File: config.mk
export PLATFORM = sky130hd
export DESIGN_NAME = fpr_ramp_ctrl
export DESIGN_NICKNAME = d
export VERILOG_FILES = /design/src/rtl/fpr_ramp_ctrl.v /design/src/rtl/fpr_ramp_step.v
export VERILOG_INCLUDE_DIRS = /design/src /design/src/rtl
export SDC_FILE = /design/constraint.sdc
export NUM_CORES = 1
export LEC_CHECK = 0
export ABC_AREA = 1
export BUFFER_PORTS_ARGS = -buffer_cell sky130_fd_sc_hd__clkbuf_2
export CAP_MARGIN = 20
export CORE_ASPECT_RATIO = 1.25
export CORE_MARGIN = 2
export CORE_UTILIZATION = 27
export DETAILED_ROUTE_END_ITERATION = 8
export GPL_TIMING_DRIVEN = 0
export PLACE_DENSITY = 0.55
export RECOVER_POWER = 100
export SYNTH_ARGS = -nofsm -noshare
export SYNTH_HDL_FRONTEND = slang
export SYNTH_SLANG_ARGS = --single-unit
File: constraint.sdc
create_clock -name core_clk_in -period 3.4 [get_ports core_clk_in]
set_clock_uncertainty 0.05 [all_clocks]
set_input_delay 0.17 -clock core_clk_in [delete_from_list [all_inputs] [get_ports core_clk_in]]
set_output_delay 0.17 -clock core_clk_in [all_outputs]
set_load 0.01 [all_outputs]
File: src/rtl/fpr_defines.vh
// Constants for the fan drive ramp smoothing control block.
// Assumes inclusion by bare name; definitions only, no logic.
`ifndef FPR_DEFINES_VH
`define FPR_DEFINES_VH

// Register offsets
`define FPR_OFS_CONFIG_ONE   8'h62
`define FPR_OFS_CONFIG_TWO   8'h63

// Reset values
`define FPR_RST_CONFIG_ONE   8'h00
`define FPR_RST_CONFIG_TWO   8'h00

// Field positions within acoustic_ramp_config_one
`define FPR_FLD_RATE_HI      2
`define FPR_FLD_RATE_LO      0
`define FPR_BIT_SMOOTH_ON    3
`define FPR_BIT_TACH_SYNC    4
`define FPR_BIT_FLOOR1       5
`define FPR_BIT_FLOOR2       6
`define FPR_BIT_FLOOR3       7

// Time slot increments for ramp codes 000..111
`define FPR_INC_0            6'h01
`define FPR_INC_1            6'h02
`define FPR_INC_2            6'h03
`define FPR_INC_3            6'h04
`define FPR_INC_4            6'h08
`define FPR_INC_5            6'h0c
`define FPR_INC_6            6'h18
`define FPR_INC_7            6'h30

// Full scale ramp time at increment one, in milliseconds
`define FPR_FULL_FAST_MS     37500
`define FPR_FULL_SLOW_MS     52200
// Clock cycles per millisecond at 25 MHz
`define FPR_CYC_PER_MS       25000
// Duty steps from 0% to 100%
`define FPR_FULL_SCALE       255
// Further slow-down factor as a shift (factor of four)
`define FPR_SLOWDOWN_SHIFT   2

`endif

File: src/rtl/fpr_ramp_ctrl.v
// Fan drive ramp smoothing control: enhanced-acoustics config registers,
// slot timer, first drive ramp, floor selection and tach sync select.
// Assumes a simple same-clock register port and same-clock duty inputs
// from the automatic fan loop; lock and config-six bits arrive as levels.
`timescale 1ns/1ns
`include "fpr_defines.vh"

module fpr_ramp_ctrl #(
    parameter WIDTH = 8,                // Duty width
    // Cycles per time slot at increment one, fast and slow tables
    parameter [31:0] SLOT_FAST_CYC =
        (`FPR_FULL_FAST_MS * `FPR_CYC_PER_MS) / `FPR_FULL_SCALE,
    parameter [31:0] SLOT_SLOW_CYC =
        (`FPR_FULL_SLOW_MS * `FPR_CYC_PER_MS) / `FPR_FULL_SCALE
) (
    // Clock and reset
    input  wire             core_clk_in,
    input  wire             rst_n_in,
    // Register port
    input  wire [7:0]       reg_addr_in,      // Register offset
    input  wire             reg_wr_in,        // Write strobe
    input  wire [7:0]       reg_wdata_in,     // Write data
    output reg  [7:0]       reg_rdata_out,    // Read data, one cycle late
    // Loose configuration bits held elsewhere
    input  wire             cfg_lock_in,      // Global lock
    input  wire             slow_ramp_sel_in, // Slow ramp table select
    input  wire             ramp_slowdown_in, // Further divide by four
    // Automatic loop inputs
    input  wire [2:0]       auto_mode_in,     // Per-drive automatic mode
    input  wire [2:0]       below_min_in,     // Temp under threshold-hyst
    input  wire [WIDTH-1:0] duty1_in,         // Computed duty, drive one
    input  wire [WIDTH-1:0] duty2_in,         // Computed duty, drive two
    input  wire [WIDTH-1:0] duty3_in,         // Computed duty, drive three
    input  wire [WIDTH-1:0] floor_duty1_in,   // Minimum duty, drive one
    input  wire [WIDTH-1:0] floor_duty2_in,   // Minimum duty, drive two
    input  wire [WIDTH-1:0] floor_duty3_in,   // Minimum duty, drive three
    // Outputs to the duty generators and tach logic
    output wire [WIDTH-1:0] fan_drive_1_out,  // Applied duty, drive one
    output reg  [WIDTH-1:0] fan_drive_2_out,  // Applied duty, drive two
    output reg  [WIDTH-1:0] fan_drive_3_out,  // Applied duty, drive three
    output reg  [2:0]       speed_sync_out    // Inputs 3,4 synced to d3; input 2 when sync-all set
);

    // Register storage
    // Both registers share the write strobe; only the first has fields
    reg  [7:0]  acoustic_ramp_config_one;  // Ramp, smoothing, sync, floors
    reg  [7:0]  acoustic_ramp_config_two;  // Kept for software, no logic

    // Field views
    wire [2:0]  remote1_ramp_rate =
        acoustic_ramp_config_one[`FPR_FLD_RATE_HI:`FPR_FLD_RATE_LO];
    wire        remote1_smoothing_on =
        acoustic_ramp_config_one[`FPR_BIT_SMOOTH_ON];
    wire        tach_sync_all =
        acoustic_ramp_config_one[`FPR_BIT_TACH_SYNC];
    wire        drive1_floor_select =
        acoustic_ramp_config_one[`FPR_BIT_FLOOR1];
    wire        drive2_floor_select =
        acoustic_ramp_config_one[`FPR_BIT_FLOOR2];
    wire        drive3_floor_select =
        acoustic_ramp_config_one[`FPR_BIT_FLOOR3];

    // Slot timer
    reg  [33:0] slot_cnt;                  // Cycles into current slot
    reg  [33:0] slot_len;                  // Length of a slot in cycles
    wire        slot_tick;                 // One-cycle slot pulse

    // Targets after floor handling
    reg  [WIDTH-1:0] target1;
    reg  [WIDTH-1:0] next_drive_2;
    reg  [WIDTH-1:0] next_drive_3;
    reg  [5:0]       ramp_inc;             // Increment for this code

    // Register writes; a locked register silently drops writes.
    // No error is flagged, so software must read back to notice.
    always @(posedge core_clk_in or negedge rst_n_in) begin
        if (!rst_n_in) begin
            acoustic_ramp_config_one <= `FPR_RST_CONFIG_ONE;
            acoustic_ramp_config_two <= `FPR_RST_CONFIG_TWO;
        end else if (reg_wr_in && !cfg_lock_in) begin
            if (reg_addr_in == `FPR_OFS_CONFIG_ONE) begin
                acoustic_ramp_config_one <= reg_wdata_in;
            end else if (reg_addr_in == `FPR_OFS_CONFIG_TWO) begin
                acoustic_ramp_config_two <= reg_wdata_in;
            end
        end
    end

    // Registered read; unmapped offsets read zero.
    // Decoded every cycle, so software may poll without a strobe.
    always @(posedge core_clk_in or negedge rst_n_in) begin
        if (!rst_n_in) begin
            reg_rdata_out <= 8'h00;
        end else if (reg_addr_in == `FPR_OFS_CONFIG_ONE) begin
            reg_rdata_out <= acoustic_ramp_config_one;
        end else if (reg_addr_in == `FPR_OFS_CONFIG_TWO) begin
            reg_rdata_out <= acoustic_ramp_config_two;
        end else begin
            reg_rdata_out <= 8'h00;
        end
    end

    // Increment per slot from the ramp code; both tables share it
    always @* begin
        case (remote1_ramp_rate)
            3'h0:    ramp_inc = `FPR_INC_0;
            3'h1:    ramp_inc = `FPR_INC_1;
            3'h2:    ramp_inc = `FPR_INC_2;
            3'h3:    ramp_inc = `FPR_INC_3;
            3'h4:    ramp_inc = `FPR_INC_4;
            3'h5:    ramp_inc = `FPR_INC_5;
            3'h6:    ramp_inc = `FPR_INC_6;
            default: ramp_inc = `FPR_INC_7;
        endcase
    end

    // Slot length: the slow table stretches the slot, slow-down by four.
    // Full-scale times per code follow from 255 / increment slots, so
    // the shorter codes land within rounding of the nominal figures.
    always @* begin
        if (slow_ramp_sel_in)
            slot_len = {2'b00, SLOT_SLOW_CYC};
        else
            slot_len = {2'b00, SLOT_FAST_CYC};
        if (ramp_slowdown_in)
            slot_len = slot_len << `FPR_SLOWDOWN_SHIFT;
    end

    assign slot_tick = (slot_cnt + 34'h1 >= slot_len);

    // Free-running slot counter; restarts if the length shrinks to slot_cnt + 1 or less.
    // Shared by every code, so a new code takes hold at the next slot
    // boundary instead of restarting the slot in progress.
    always @(posedge core_clk_in or negedge rst_n_in) begin
        if (!rst_n_in)
            slot_cnt <= 34'h0;
        else if (slot_tick)
            slot_cnt <= 34'h0;
        else
            slot_cnt <= slot_cnt + 34'h1;
    end

    // Drive one target: floor choice below threshold in auto mode.
    // Floor logic sits ahead of the ramp, so the drop to zero or to
    // the minimum is smoothed as well while smoothing is on.
    always @* begin
        target1 = duty1_in;
        if (auto_mode_in[0] && below_min_in[0]) begin
            if (drive1_floor_select)
                target1 = floor_duty1_in;
            else
                target1 = {WIDTH{1'b0}};
        end
    end

    // Drive one ramps toward its target at the selected rate
    fpr_ramp_step #(
        .WIDTH     (WIDTH),
        .INC_W     (6)
    ) u_ramp1 (
        .core_clk_in (core_clk_in),
        .rst_n_in    (rst_n_in),
        .smooth_in   (remote1_smoothing_on),
        .step_in     (slot_tick),
        .inc_in      (ramp_inc),
        .target_in   (target1),
        .duty_out    (fan_drive_1_out)
    );

    // Drives two and three: floor choice, then applied at once
    always @* begin
        next_drive_2 = duty2_in;
        next_drive_3 = duty3_in;
        if (auto_mode_in[1] && below_min_in[1]) begin
            if (drive2_floor_select)
                next_drive_2 = floor_duty2_in;
            else
                next_drive_2 = {WIDTH{1'b0}};
        end
        if (auto_mode_in[2] && below_min_in[2]) begin
            if (drive3_floor_select)
                next_drive_3 = floor_duty3_in;
            else
                next_drive_3 = {WIDTH{1'b0}};
        end
    end

    // Registered duties for drives two and three
    always @(posedge core_clk_in or negedge rst_n_in) begin
        if (!rst_n_in) begin
            fan_drive_2_out <= {WIDTH{1'b0}};
            fan_drive_3_out <= {WIDTH{1'b0}};
        end else begin
            fan_drive_2_out <= next_drive_2;
            fan_drive_3_out <= next_drive_3;
        end
    end

    // Tach sync: input two joins only when sync-all is set.
    // Inputs three and four always follow drive three; the bit only
    // decides whether input two is measured against it as well.
    always @(posedge core_clk_in or negedge rst_n_in) begin
        if (!rst_n_in)
            speed_sync_out <= 3'b000;
        else
            speed_sync_out <= {2'b11, tach_sync_all};
    end

endmodule // fpr_ramp_ctrl

File: src/rtl/fpr_ramp_step.v
// One duty-cycle ramp stage: moves a duty value toward its target.
// Assumes step_in is a one-cycle pulse on the same clock.
`timescale 1ns/1ns

module fpr_ramp_step #(
    parameter WIDTH = 8,                // Duty width
    parameter INC_W = 6                 // Increment width
) (
    // Clock and reset
    input  wire             core_clk_in,
    input  wire             rst_n_in,
    // Control
    input  wire             smooth_in,  // Ramp when high, jump when low
    input  wire             step_in,    // Time slot tick
    input  wire [INC_W-1:0] inc_in,     // Per-slot increment
    input  wire [WIDTH-1:0] target_in,  // Wanted duty
    // Result
    output reg  [WIDTH-1:0] duty_out    // Applied duty
);

    // Widened increment so the compares below never wrap
    wire [WIDTH:0] inc_w = {{(WIDTH+1-INC_W){1'b0}}, inc_in};
    wire [WIDTH:0] diff_up = {1'b0, target_in} - {1'b0, duty_out};
    wire [WIDTH:0] diff_dn = {1'b0, duty_out} - {1'b0, target_in};
    reg  [WIDTH-1:0] next_duty;

    // Next duty: jump, step, or land on target when close
    always @* begin
        next_duty = duty_out;
        if (!smooth_in) begin
            next_duty = target_in;
        end else if (step_in) begin
            if (target_in > duty_out) begin
                // Clamp so the ramp never overshoots
                if (diff_up <= inc_w)
                    next_duty = target_in;
                else
                    next_duty = duty_out + inc_w[WIDTH-1:0];
            end else if (target_in < duty_out) begin
                if (diff_dn <= inc_w)
                    next_duty = target_in;
                else
                    next_duty = duty_out - inc_w[WIDTH-1:0];
            end
        end
    end

    // Duty register
    always @(posedge core_clk_in or negedge rst_n_in) begin
        if (!rst_n_in)
            duty_out <= {WIDTH{1'b0}};
        else
            duty_out <= next_duty;
    end

endmodule // fpr_ramp_step

# Yosys cells after proc, flatten, opt, wreduce, memory -nomap -nowiden
# Cells that the tools add are included.
# word_totals
reg_bits,84
input_bits,76
out_inout_bits,35
wordCells,56
# op_classes
add_sub_neg,5
magnitude_cmp,5
eq_ne,10
mux,18
bitwise,1
n_reduce_logical,9
# op_table
operator,count
two-way mux 8 bit,14
two-way mux 34 bit,2
case mux 6 bit (7 select lines),1
adder 34 x 1 -> 34 bit (second input constant),1
>= comparator 34 bit,1
two-way mux 23 bit,1
<= comparator 9 x 6 -> 1 bit,2
subtractor 8 x 8 -> 9 bit,2
equality test 8 x 7 -> 1 bit (second input constant),2
equality test 3 bit (second input constant),3
adder 8 x 6 -> 8 bit,1
> comparator 8 bit,1
less-than comparator 8 bit,1
subtractor 8 x 6 -> 8 bit,1
equality test 3 x 2 -> 1 bit (second input constant),2
logical AND 1 bit,4
AND reduction 2 bit,2
equality test 3 x 1 -> 1 bit (second input constant),1
zero test 3 bit,1
!= test 3 x 1 -> 1 bit (second input constant),1
AND reduction 3 bit,1
!= test 2 x 1 -> 1 bit (second input constant),1
zero test 1 bit,1
NOT 1 bit,1

# Logic depth before layout (Yosys ltp)
# logic_depth
ltp_word,9
mapped_depth,29
mapped_depth_nobuf,28

# Hierarchy
# Synthesis repeated with hierarchy kept, for this count alone.
# hier_totals
hier_cells,952
area_unflattened_um2,7133.1
# by_module_without_submodules
mod,n_inst,cells_each,area_each_um2,seq_area_each_um2
fpr_ramp_ctrl,1,574,4707.0,1901.8
fpr_ramp_step,1,378,2426.1,200.2

# Worst setup path before layout
# OpenSTA, ideal clock, no wires.
# synth_timing
path_type,reg2reg
from,register acoustic_ramp_config_one[5]
to,register u_ramp1.duty_out[7]
setup_time_ps,116
arrival_time_ps,3121
required_time_ps,3234
setup_slack_ps,113
path_stages_with_launch,28
n_path_buf,2
synth_period_minus_slack_ps,3287
path_cell_list,dfrtp_1 > buf_4 > nand2_1 > nor2_1 > a21oi_1 > inv_1 > ha_1 > buf_2 > inv_1 > o21bai_1 > inv_1 > nand2_1 > xor2_1 > ha_1 > a21oi_1 > o21ai_0 > o21ai_0 > nand2_1 > nand2_1 > inv_1 > nor2_4 > nand2_1 > nand2_1 > nand3_1 > nand2_1 > nand2_1 > nand2_1 > nand2_1
# synth_via
elab_chain_len,9
elab_cells_between_ends,16
cone_classes,2 x add/sub; 4 x order compare; 1 x eq/ne; 8 x mux; 1 x reduce/logical
# synth_rtl
item,line,source
from (decl),fpr_ramp_ctrl.v:46,reg [7:0] acoustic_ramp_config_one;
from (signal assigned),fpr_ramp_ctrl.v:78,acoustic_ramp_config_one <= `FPR_RST_CONFIG_ONE;
from (signal assigned),fpr_ramp_ctrl.v:82,acoustic_ramp_config_one <= reg_wdata_in;
two-way mux 8 bit *,fpr_ramp_ctrl.v:149,if (drive1_floor_select)
two-way mux 8 bit *,fpr_ramp_ctrl.v:148,if (auto_mode_in[0] && below_min_in[0]) begin
subtractor 8 x 8 -> 9 bit,fpr_ramp_step.v:24,"wire [WIDTH:0] diff_dn = {1'b0, duty_out} - {1'b0, target_in};"
<= comparator 9 x 6 -> 1 bit,fpr_ramp_step.v:40,if (diff_dn <= inc_w)
two-way mux 8 bit,fpr_ramp_step.v:40,
two-way mux 8 bit,fpr_ramp_step.v:39,end else if (target_in < duty_out) begin
two-way mux 8 bit,fpr_ramp_step.v:33,if (target_in > duty_out) begin
two-way mux 8 bit,fpr_ramp_step.v:32,end else if (step_in) begin
two-way mux 8 bit,fpr_ramp_step.v:30,if (!smooth_in) begin
to (signal assigned),fpr_ramp_step.v:51,duty_out <= {WIDTH{1'b0}};
to (signal assigned),fpr_ramp_step.v:53,duty_out <= next_duty;
to (decl),fpr_ramp_step.v:18,output reg [WIDTH-1:0] duty_out
# Every way passes the cells marked *; elsewhere a longest branch is shown, timed or not. The select of a mux whose other input is x is not followed.
# A chain may end at the register's enable or synchronous reset.

# Final worst setup path
# layout_timing
from,register acoustic_ramp_config_one[5]
to,register u_ramp1.duty_out[6]
# The elaborated chain is that of the path after synthesis.

==> results.md <==
Outcome:
- The run finished, with violations left.
- The final reports fail on capacitance limit, slew limit.

Place:
- Detailed placement ended at an HPWL of 15,150 um.
- The number of input and output port buffers inserted is 110.
- OpenSTA, run right after detailed placement, puts the worst setup slack at -0.6007 ns.
- The congestion estimate from routability-driven global placement came to 0.8767.

Critical path:
- The worst setup path is captured at a flip-flop.
- Of all nets on the critical path, the largest fanout is 8.
- The end of the worst register-to-register path is u_ramp1.duty_out[6].
- The critical path start-end classification is reg2reg.
- STA classifies the critical path startpoint as a flip-flop.
- The startpoint identified for the worst register-to-register timing path is acoustic_ramp_config_one[5].
- Data on the critical path arrives at its endpoint at 3.52 ns.
- Setup slack on the worst reg-to-reg path comes out at 0.08 ns.
- The required time at the endpoint of the critical path is 3.60 ns.
- For the worst flop-to-flop path, the logic depth is 26.

Floorplanning:
- From left edge to right edge, the die measures 146.8 um.
- 111 I/O pins were placed.
- The total area inside the core boundary comes to 0.02513 mm^2.
- The area of the die is 0.02680 mm^2.
- The floorplan step set the die height to 182.5 um.
- Once the floorplan was initialized, standard cells occupied 27.39% of the core.
- The initialized floorplan defines 65 standard-cell rows.

Synthesis:
- The average size of a mapped cell is 7.254 um^2.
- The number of register bits inferred by synthesis is 84.
- In this run the cell area of the synthesized design comes to 0.006884 mm^2.
- The number of different library cells used by synthesis comes to 44.
- Of the synthesized area, sequential elements account for 30.53%.
- Yosys printed 0 warnings.
- Synthesis handed over a netlist of 949 instances.

Power:
- In this run, the combinational gates consume 27.8% of the power.
- The total internal power is 1891 uW.
- The switching share of power is 34.17%.
- The power density relative to cell area is 307.0 mW/mm^2.
- Of the total power, the clock network draws 35.5%.
- The power share of the sequential group is 36.7%.
- The reported leakage power is 0.004778 uW.
- The highest ir drop seen on vdd is 0.2304 mV.
- The reported net switching power is 981.4 uW.

Route:
- The post-route DRC violation count is 0.
- The final route contains 6,689 vias.
- The total iterations of the first detailed-routing run is 4.
- The via density per instance is 4.465.
- The starting DRC count in detailed routing is 286.
- In this run the remaining antenna-violating nets after routing total 0.
- The average wire per cell in the routed design is 13.47 um.
- Wires add up to 20,180 um.

Global routing:
- The combined global-route utilization of all metal layers is 15.03%.
- The remaining global-route overflow is 0.
- The number of antenna violations at the first check in global routing is 0.
- The pin count of the biggest net entering global routing is 52.
- The number of global-route vias before repair was 6,665.
- The first global-routing pass estimated 32,390 um of wire.

Clock network:
- The CTS tree is yes.
- Clock latency on the worst-skew pair, taken at its later pin, is 0.36 ns.
- The longest clock path from root to sink contains 2 buffers.
- Counting the buffers created by CTS gives 9.
- The root cell of the clock tree is sky130_fd_sc_hd__clkbuf_16.
- The deepest level of the CTS H-tree is 3.
- The clock net in this run drives a total of 84 sinks.
- The clock transition at the registers of the reported paths is 0.08 ns.

STA:
- Setup violations remaining at the end of the flow were counted as 0.
- Headroom to the max-slew limit came out at -41.44%.
- The final setup slack of the worst path is 0.08041 ns.
- The post-route minimum period is 3.320 ns.
- The final critical-path share of the clock period is 97.63%.
- The final hold violation count is 0.
- At the pin with the least slew margin, the transition time is 2.122 ns.
- The number of max-slew violations in the final report is 34.
- The achievable frequency is 301.2 MHz.
- Setup repair after global routing could not meet its margin everywhere.

Cells and area:
- The growth of design area from synthesis to finish is 35.90%.
- The final standard cell utilization of the core is 37.23%.
- The share of layout cells above drive strength 1 is 27.00%.
- After the last flow step, the layout net total stands at 1,304.
- The number of diodes added for antenna fixing is 0.

Worst hold path:
- The kind of path behind the tightest hold check is in2reg.
- The startpoint identified for the worst hold timing path is floor_duty2_in[2].
- The number of cells on the worst hold path is 3.
- The path with the worst hold slack has its endpoint at fan_drive_2_out[2].

Job:
- The reported max-cap violation count is 1.
## flip-flops by register name, indices dropped and copies added (netlist names)
name and count:
acoustic_ramp_config_two 8, fan_drive_3_out 8, acoustic_ramp_config_one 8, speed_sync_out 2
u_ramp1.duty_out 8, slot_cnt 34, fan_drive_2_out 8, reg_rdata_out 8
## worst max-delay path by stage
stage / to / startpoint
final: u_ramp1.duty_out[6] / acoustic_ramp_config_one[5]
after global routing: u_ramp1.duty_out[6] / acoustic_ramp_config_one[5]
after CTS: u_ramp1.duty_out[0] / acoustic_ramp_config_one[5]
after global placement: u_ramp1.duty_out[6] / acoustic_ramp_config_one[5]
after floorplan: u_ramp1.duty_out[7] / acoustic_ramp_config_one[5]
after detailed placement: u_ramp1.duty_out[6] / acoustic_ramp_config_one[5]
## cell families after synthesis
| logic type | after synthesis | synth area share (%) |
|---|---|---|
| buffers and inverters | 152 | 8.888 |
| XOR/XNOR | 36 | 4.580 |
| AND/OR/NAND/NOR | 507 | 34.75 |
| adder cells (fa/ha/maj) | 70 | 13.05 |
| flip-flops | 84 | 30.53 |
| other | 2 | 0.1091 |
| AO/OA/AOI/OAI | 98 | 8.088 |
## worst max-delay path, stage by stage, from the launching register on
cell and delay (ns):
sky130_fd_sc_hd__dfrtp_1 0.38, sky130_fd_sc_hd__buf_6 0.14, sky130_fd_sc_hd__nand2_4 0.06, sky130_fd_sc_hd__nor2_2 0.04
sky130_fd_sc_hd__a21oi_2 0.16, sky130_fd_sc_hd__inv_2 0.08, sky130_fd_sc_hd__ha_4 0.30, sky130_fd_sc_hd__inv_2 0.05
sky130_fd_sc_hd__o21bai_4 0.15, sky130_fd_sc_hd__inv_2 0.05, sky130_fd_sc_hd__nand2_2 0.06, sky130_fd_sc_hd__xor2_1 0.15
sky130_fd_sc_hd__ha_1 0.28, sky130_fd_sc_hd__a21oi_2 0.14, sky130_fd_sc_hd__o21ai_1 0.08, sky130_fd_sc_hd__o21ai_1 0.13
sky130_fd_sc_hd__nand2_1 0.08, sky130_fd_sc_hd__nand2_2 0.10, sky130_fd_sc_hd__inv_2 0.05, sky130_fd_sc_hd__nor2_4 0.19
sky130_fd_sc_hd__nand2_4 0.12, sky130_fd_sc_hd__nand2_1 0.09, sky130_fd_sc_hd__nand3_1 0.06, sky130_fd_sc_hd__nand2_1 0.07
sky130_fd_sc_hd__nand2_1 0.05, sky130_fd_sc_hd__nand2_1 0.05, sky130_fd_sc_hd__nand2_1 0.04
## layout make-up
cell class | instances | area (um^2)
Multi-Input combinational cell | 722 | 4592
Clock buffer | 9 | 225.2
Buffer | 18 | 132.6
Sequential cell | 84 | 2106
Fill cell | 2638 | 15780
Tap cell | 335 | 419.2
Inverter | 132 | 499.2
Timing Repair Buffer | 191 | 1305
Clock inverter | 7 | 76.32
## power groups by stage
stage / sequential [uW] / combinational [uW] / clock [uW]
after global routing: 1060 / 909 / 1090
after global placement: 1070 / 635 / 0
final: 1050 / 799 / 1020
after floorplan: 1080 / 425 / 0
after detailed placement: 1070 / 644 / 0
after CTS: 1050 / 732 / 1060
## layout by cell type, fill, tap and decap left out, types with 20 or more instances in the layout
master and n:
sky130_fd_sc_hd__dfrtp_1 81, sky130_fd_sc_hd__nand2_2 20, sky130_fd_sc_hd__dlygate4sd3_1 30, sky130_fd_sc_hd__clkbuf_2 103, sky130_fd_sc_hd__inv_1 114, sky130_fd_sc_hd__xor2_1 20, sky130_fd_sc_hd__ha_1 62, sky130_fd_sc_hd__buf_4 48
sky130_fd_sc_hd__nand2_1 256, sky130_fd_sc_hd__nor2_4 30, sky130_fd_sc_hd__nand3_1 64, sky130_fd_sc_hd__o21ai_0 45, sky130_fd_sc_hd__nor2_1 65, sky130_fd_sc_hd__a21oi_1 20
## cell usage after synthesis
cell type | number | area, um^2
sky130_fd_sc_hd__a22o_1 | 3 | 26.28
sky130_fd_sc_hd__nor3_4 | 1 | 16.27
sky130_fd_sc_hd__nand2_1 | 276 | 1036
sky130_fd_sc_hd__o211ai_1 | 7 | 52.55
sky130_fd_sc_hd__buf_4 | 3 | 22.52
sky130_fd_sc_hd__clkinv_1 | 2 | 7.510
sky130_fd_sc_hd__buf_1 | 2 | 7.510
sky130_fd_sc_hd__nor2_4 | 27 | 304.0
sky130_fd_sc_hd__nor3_2 | 1 | 10.01
sky130_fd_sc_hd__nor2_8 | 1 | 20.02
sky130_fd_sc_hd__nand2_4 | 2 | 22.52
sky130_fd_sc_hd__nor2_1 | 72 | 270.3
sky130_fd_sc_hd__conb_1 | 2 | 7.510
sky130_fd_sc_hd__fa_1 | 3 | 60.06
sky130_fd_sc_hd__inv_2 | 5 | 18.77
sky130_fd_sc_hd__nand3_4 | 1 | 17.52
sky130_fd_sc_hd__nand4_1 | 8 | 50.05
sky130_fd_sc_hd__nor4_1 | 2 | 12.51
sky130_fd_sc_hd__buf_8 | 2 | 30.03
sky130_fd_sc_hd__dfrtp_1 | 84 | 2102
sky130_fd_sc_hd__buf_2 | 5 | 25.02
sky130_fd_sc_hd__a31oi_1 | 2 | 12.51
sky130_fd_sc_hd__nand3_2 | 1 | 10.01
sky130_fd_sc_hd__a211oi_1 | 4 | 30.03
sky130_fd_sc_hd__xnor2_1 | 10 | 87.58
sky130_fd_sc_hd__xor2_1 | 26 | 227.7
sky130_fd_sc_hd__inv_1 | 125 | 469.2
sky130_fd_sc_hd__clkbuf_1 | 7 | 26.28
sky130_fd_sc_hd__o21ai_0 | 48 | 240.2
sky130_fd_sc_hd__nand3_1 | 72 | 360.4
sky130_fd_sc_hd__nor2_2 | 8 | 50.05
sky130_fd_sc_hd__ha_1 | 67 | 838.3
sky130_fd_sc_hd__and3_1 | 2 | 12.51
sky130_fd_sc_hd__a21boi_0 | 1 | 7.510
sky130_fd_sc_hd__nand3b_1 | 3 | 22.52
sky130_fd_sc_hd__nor3_1 | 18 | 90.09
sky130_fd_sc_hd__a21oi_1 | 26 | 130.1
sky130_fd_sc_hd__a22oi_1 | 1 | 7.510
sky130_fd_sc_hd__clkbuf_2 | 1 | 5.000
sky130_fd_sc_hd__a21o_1 | 2 | 15.01
sky130_fd_sc_hd__o21bai_1 | 2 | 15.01
sky130_fd_sc_hd__a32o_1 | 2 | 20.02
sky130_fd_sc_hd__nand2_2 | 10 | 62.56
sky130_fd_sc_hd__nand4_2 | 2 | 25.02
## what timing repair did
item / CTS / global route
buffers inserted: 17 / 30
endpoints found under the setup margin: 32 / 28
hold buffers: 30 / 0
gates resized for setup: 43 / 66
cloned: 1 / 3
pin swaps: 13 / 47
endpoints found under the hold margin: 49 / 0
## routing by layer
| metal | wire [um] | GRT usage (%) | up-vias |
|---|---|---|---|
| met5 | 0 | 0 | - |
| met4 | 720 | 6.175 | 0 |
| met3 | 541 | 2.325 | 41 |
| met2 | 10520 | 28.09 | 124 |
| met1 | 8393 | 16.91 | 3102 |
| li1 | - | - | 3422 |
## stage by stage
step                instance area [um^2]  std cells  total power, uW  hold WS, ns  setup TNS (ns)
floorplan                           6914        957             1501      -0.1756               0
global placement                    7884       1402             1709       0.3315          -9.514
detailed placement                  7914       1403             1717       0.1618          -8.496
CTS                                 8837       1466             2847    0.0005770               0
global route                        9355       1498             3058      0.01317          -1.521
finish                              9355       1498             2872      0.01054               0
Note: power is estimated with default switching activity, not from simulation.
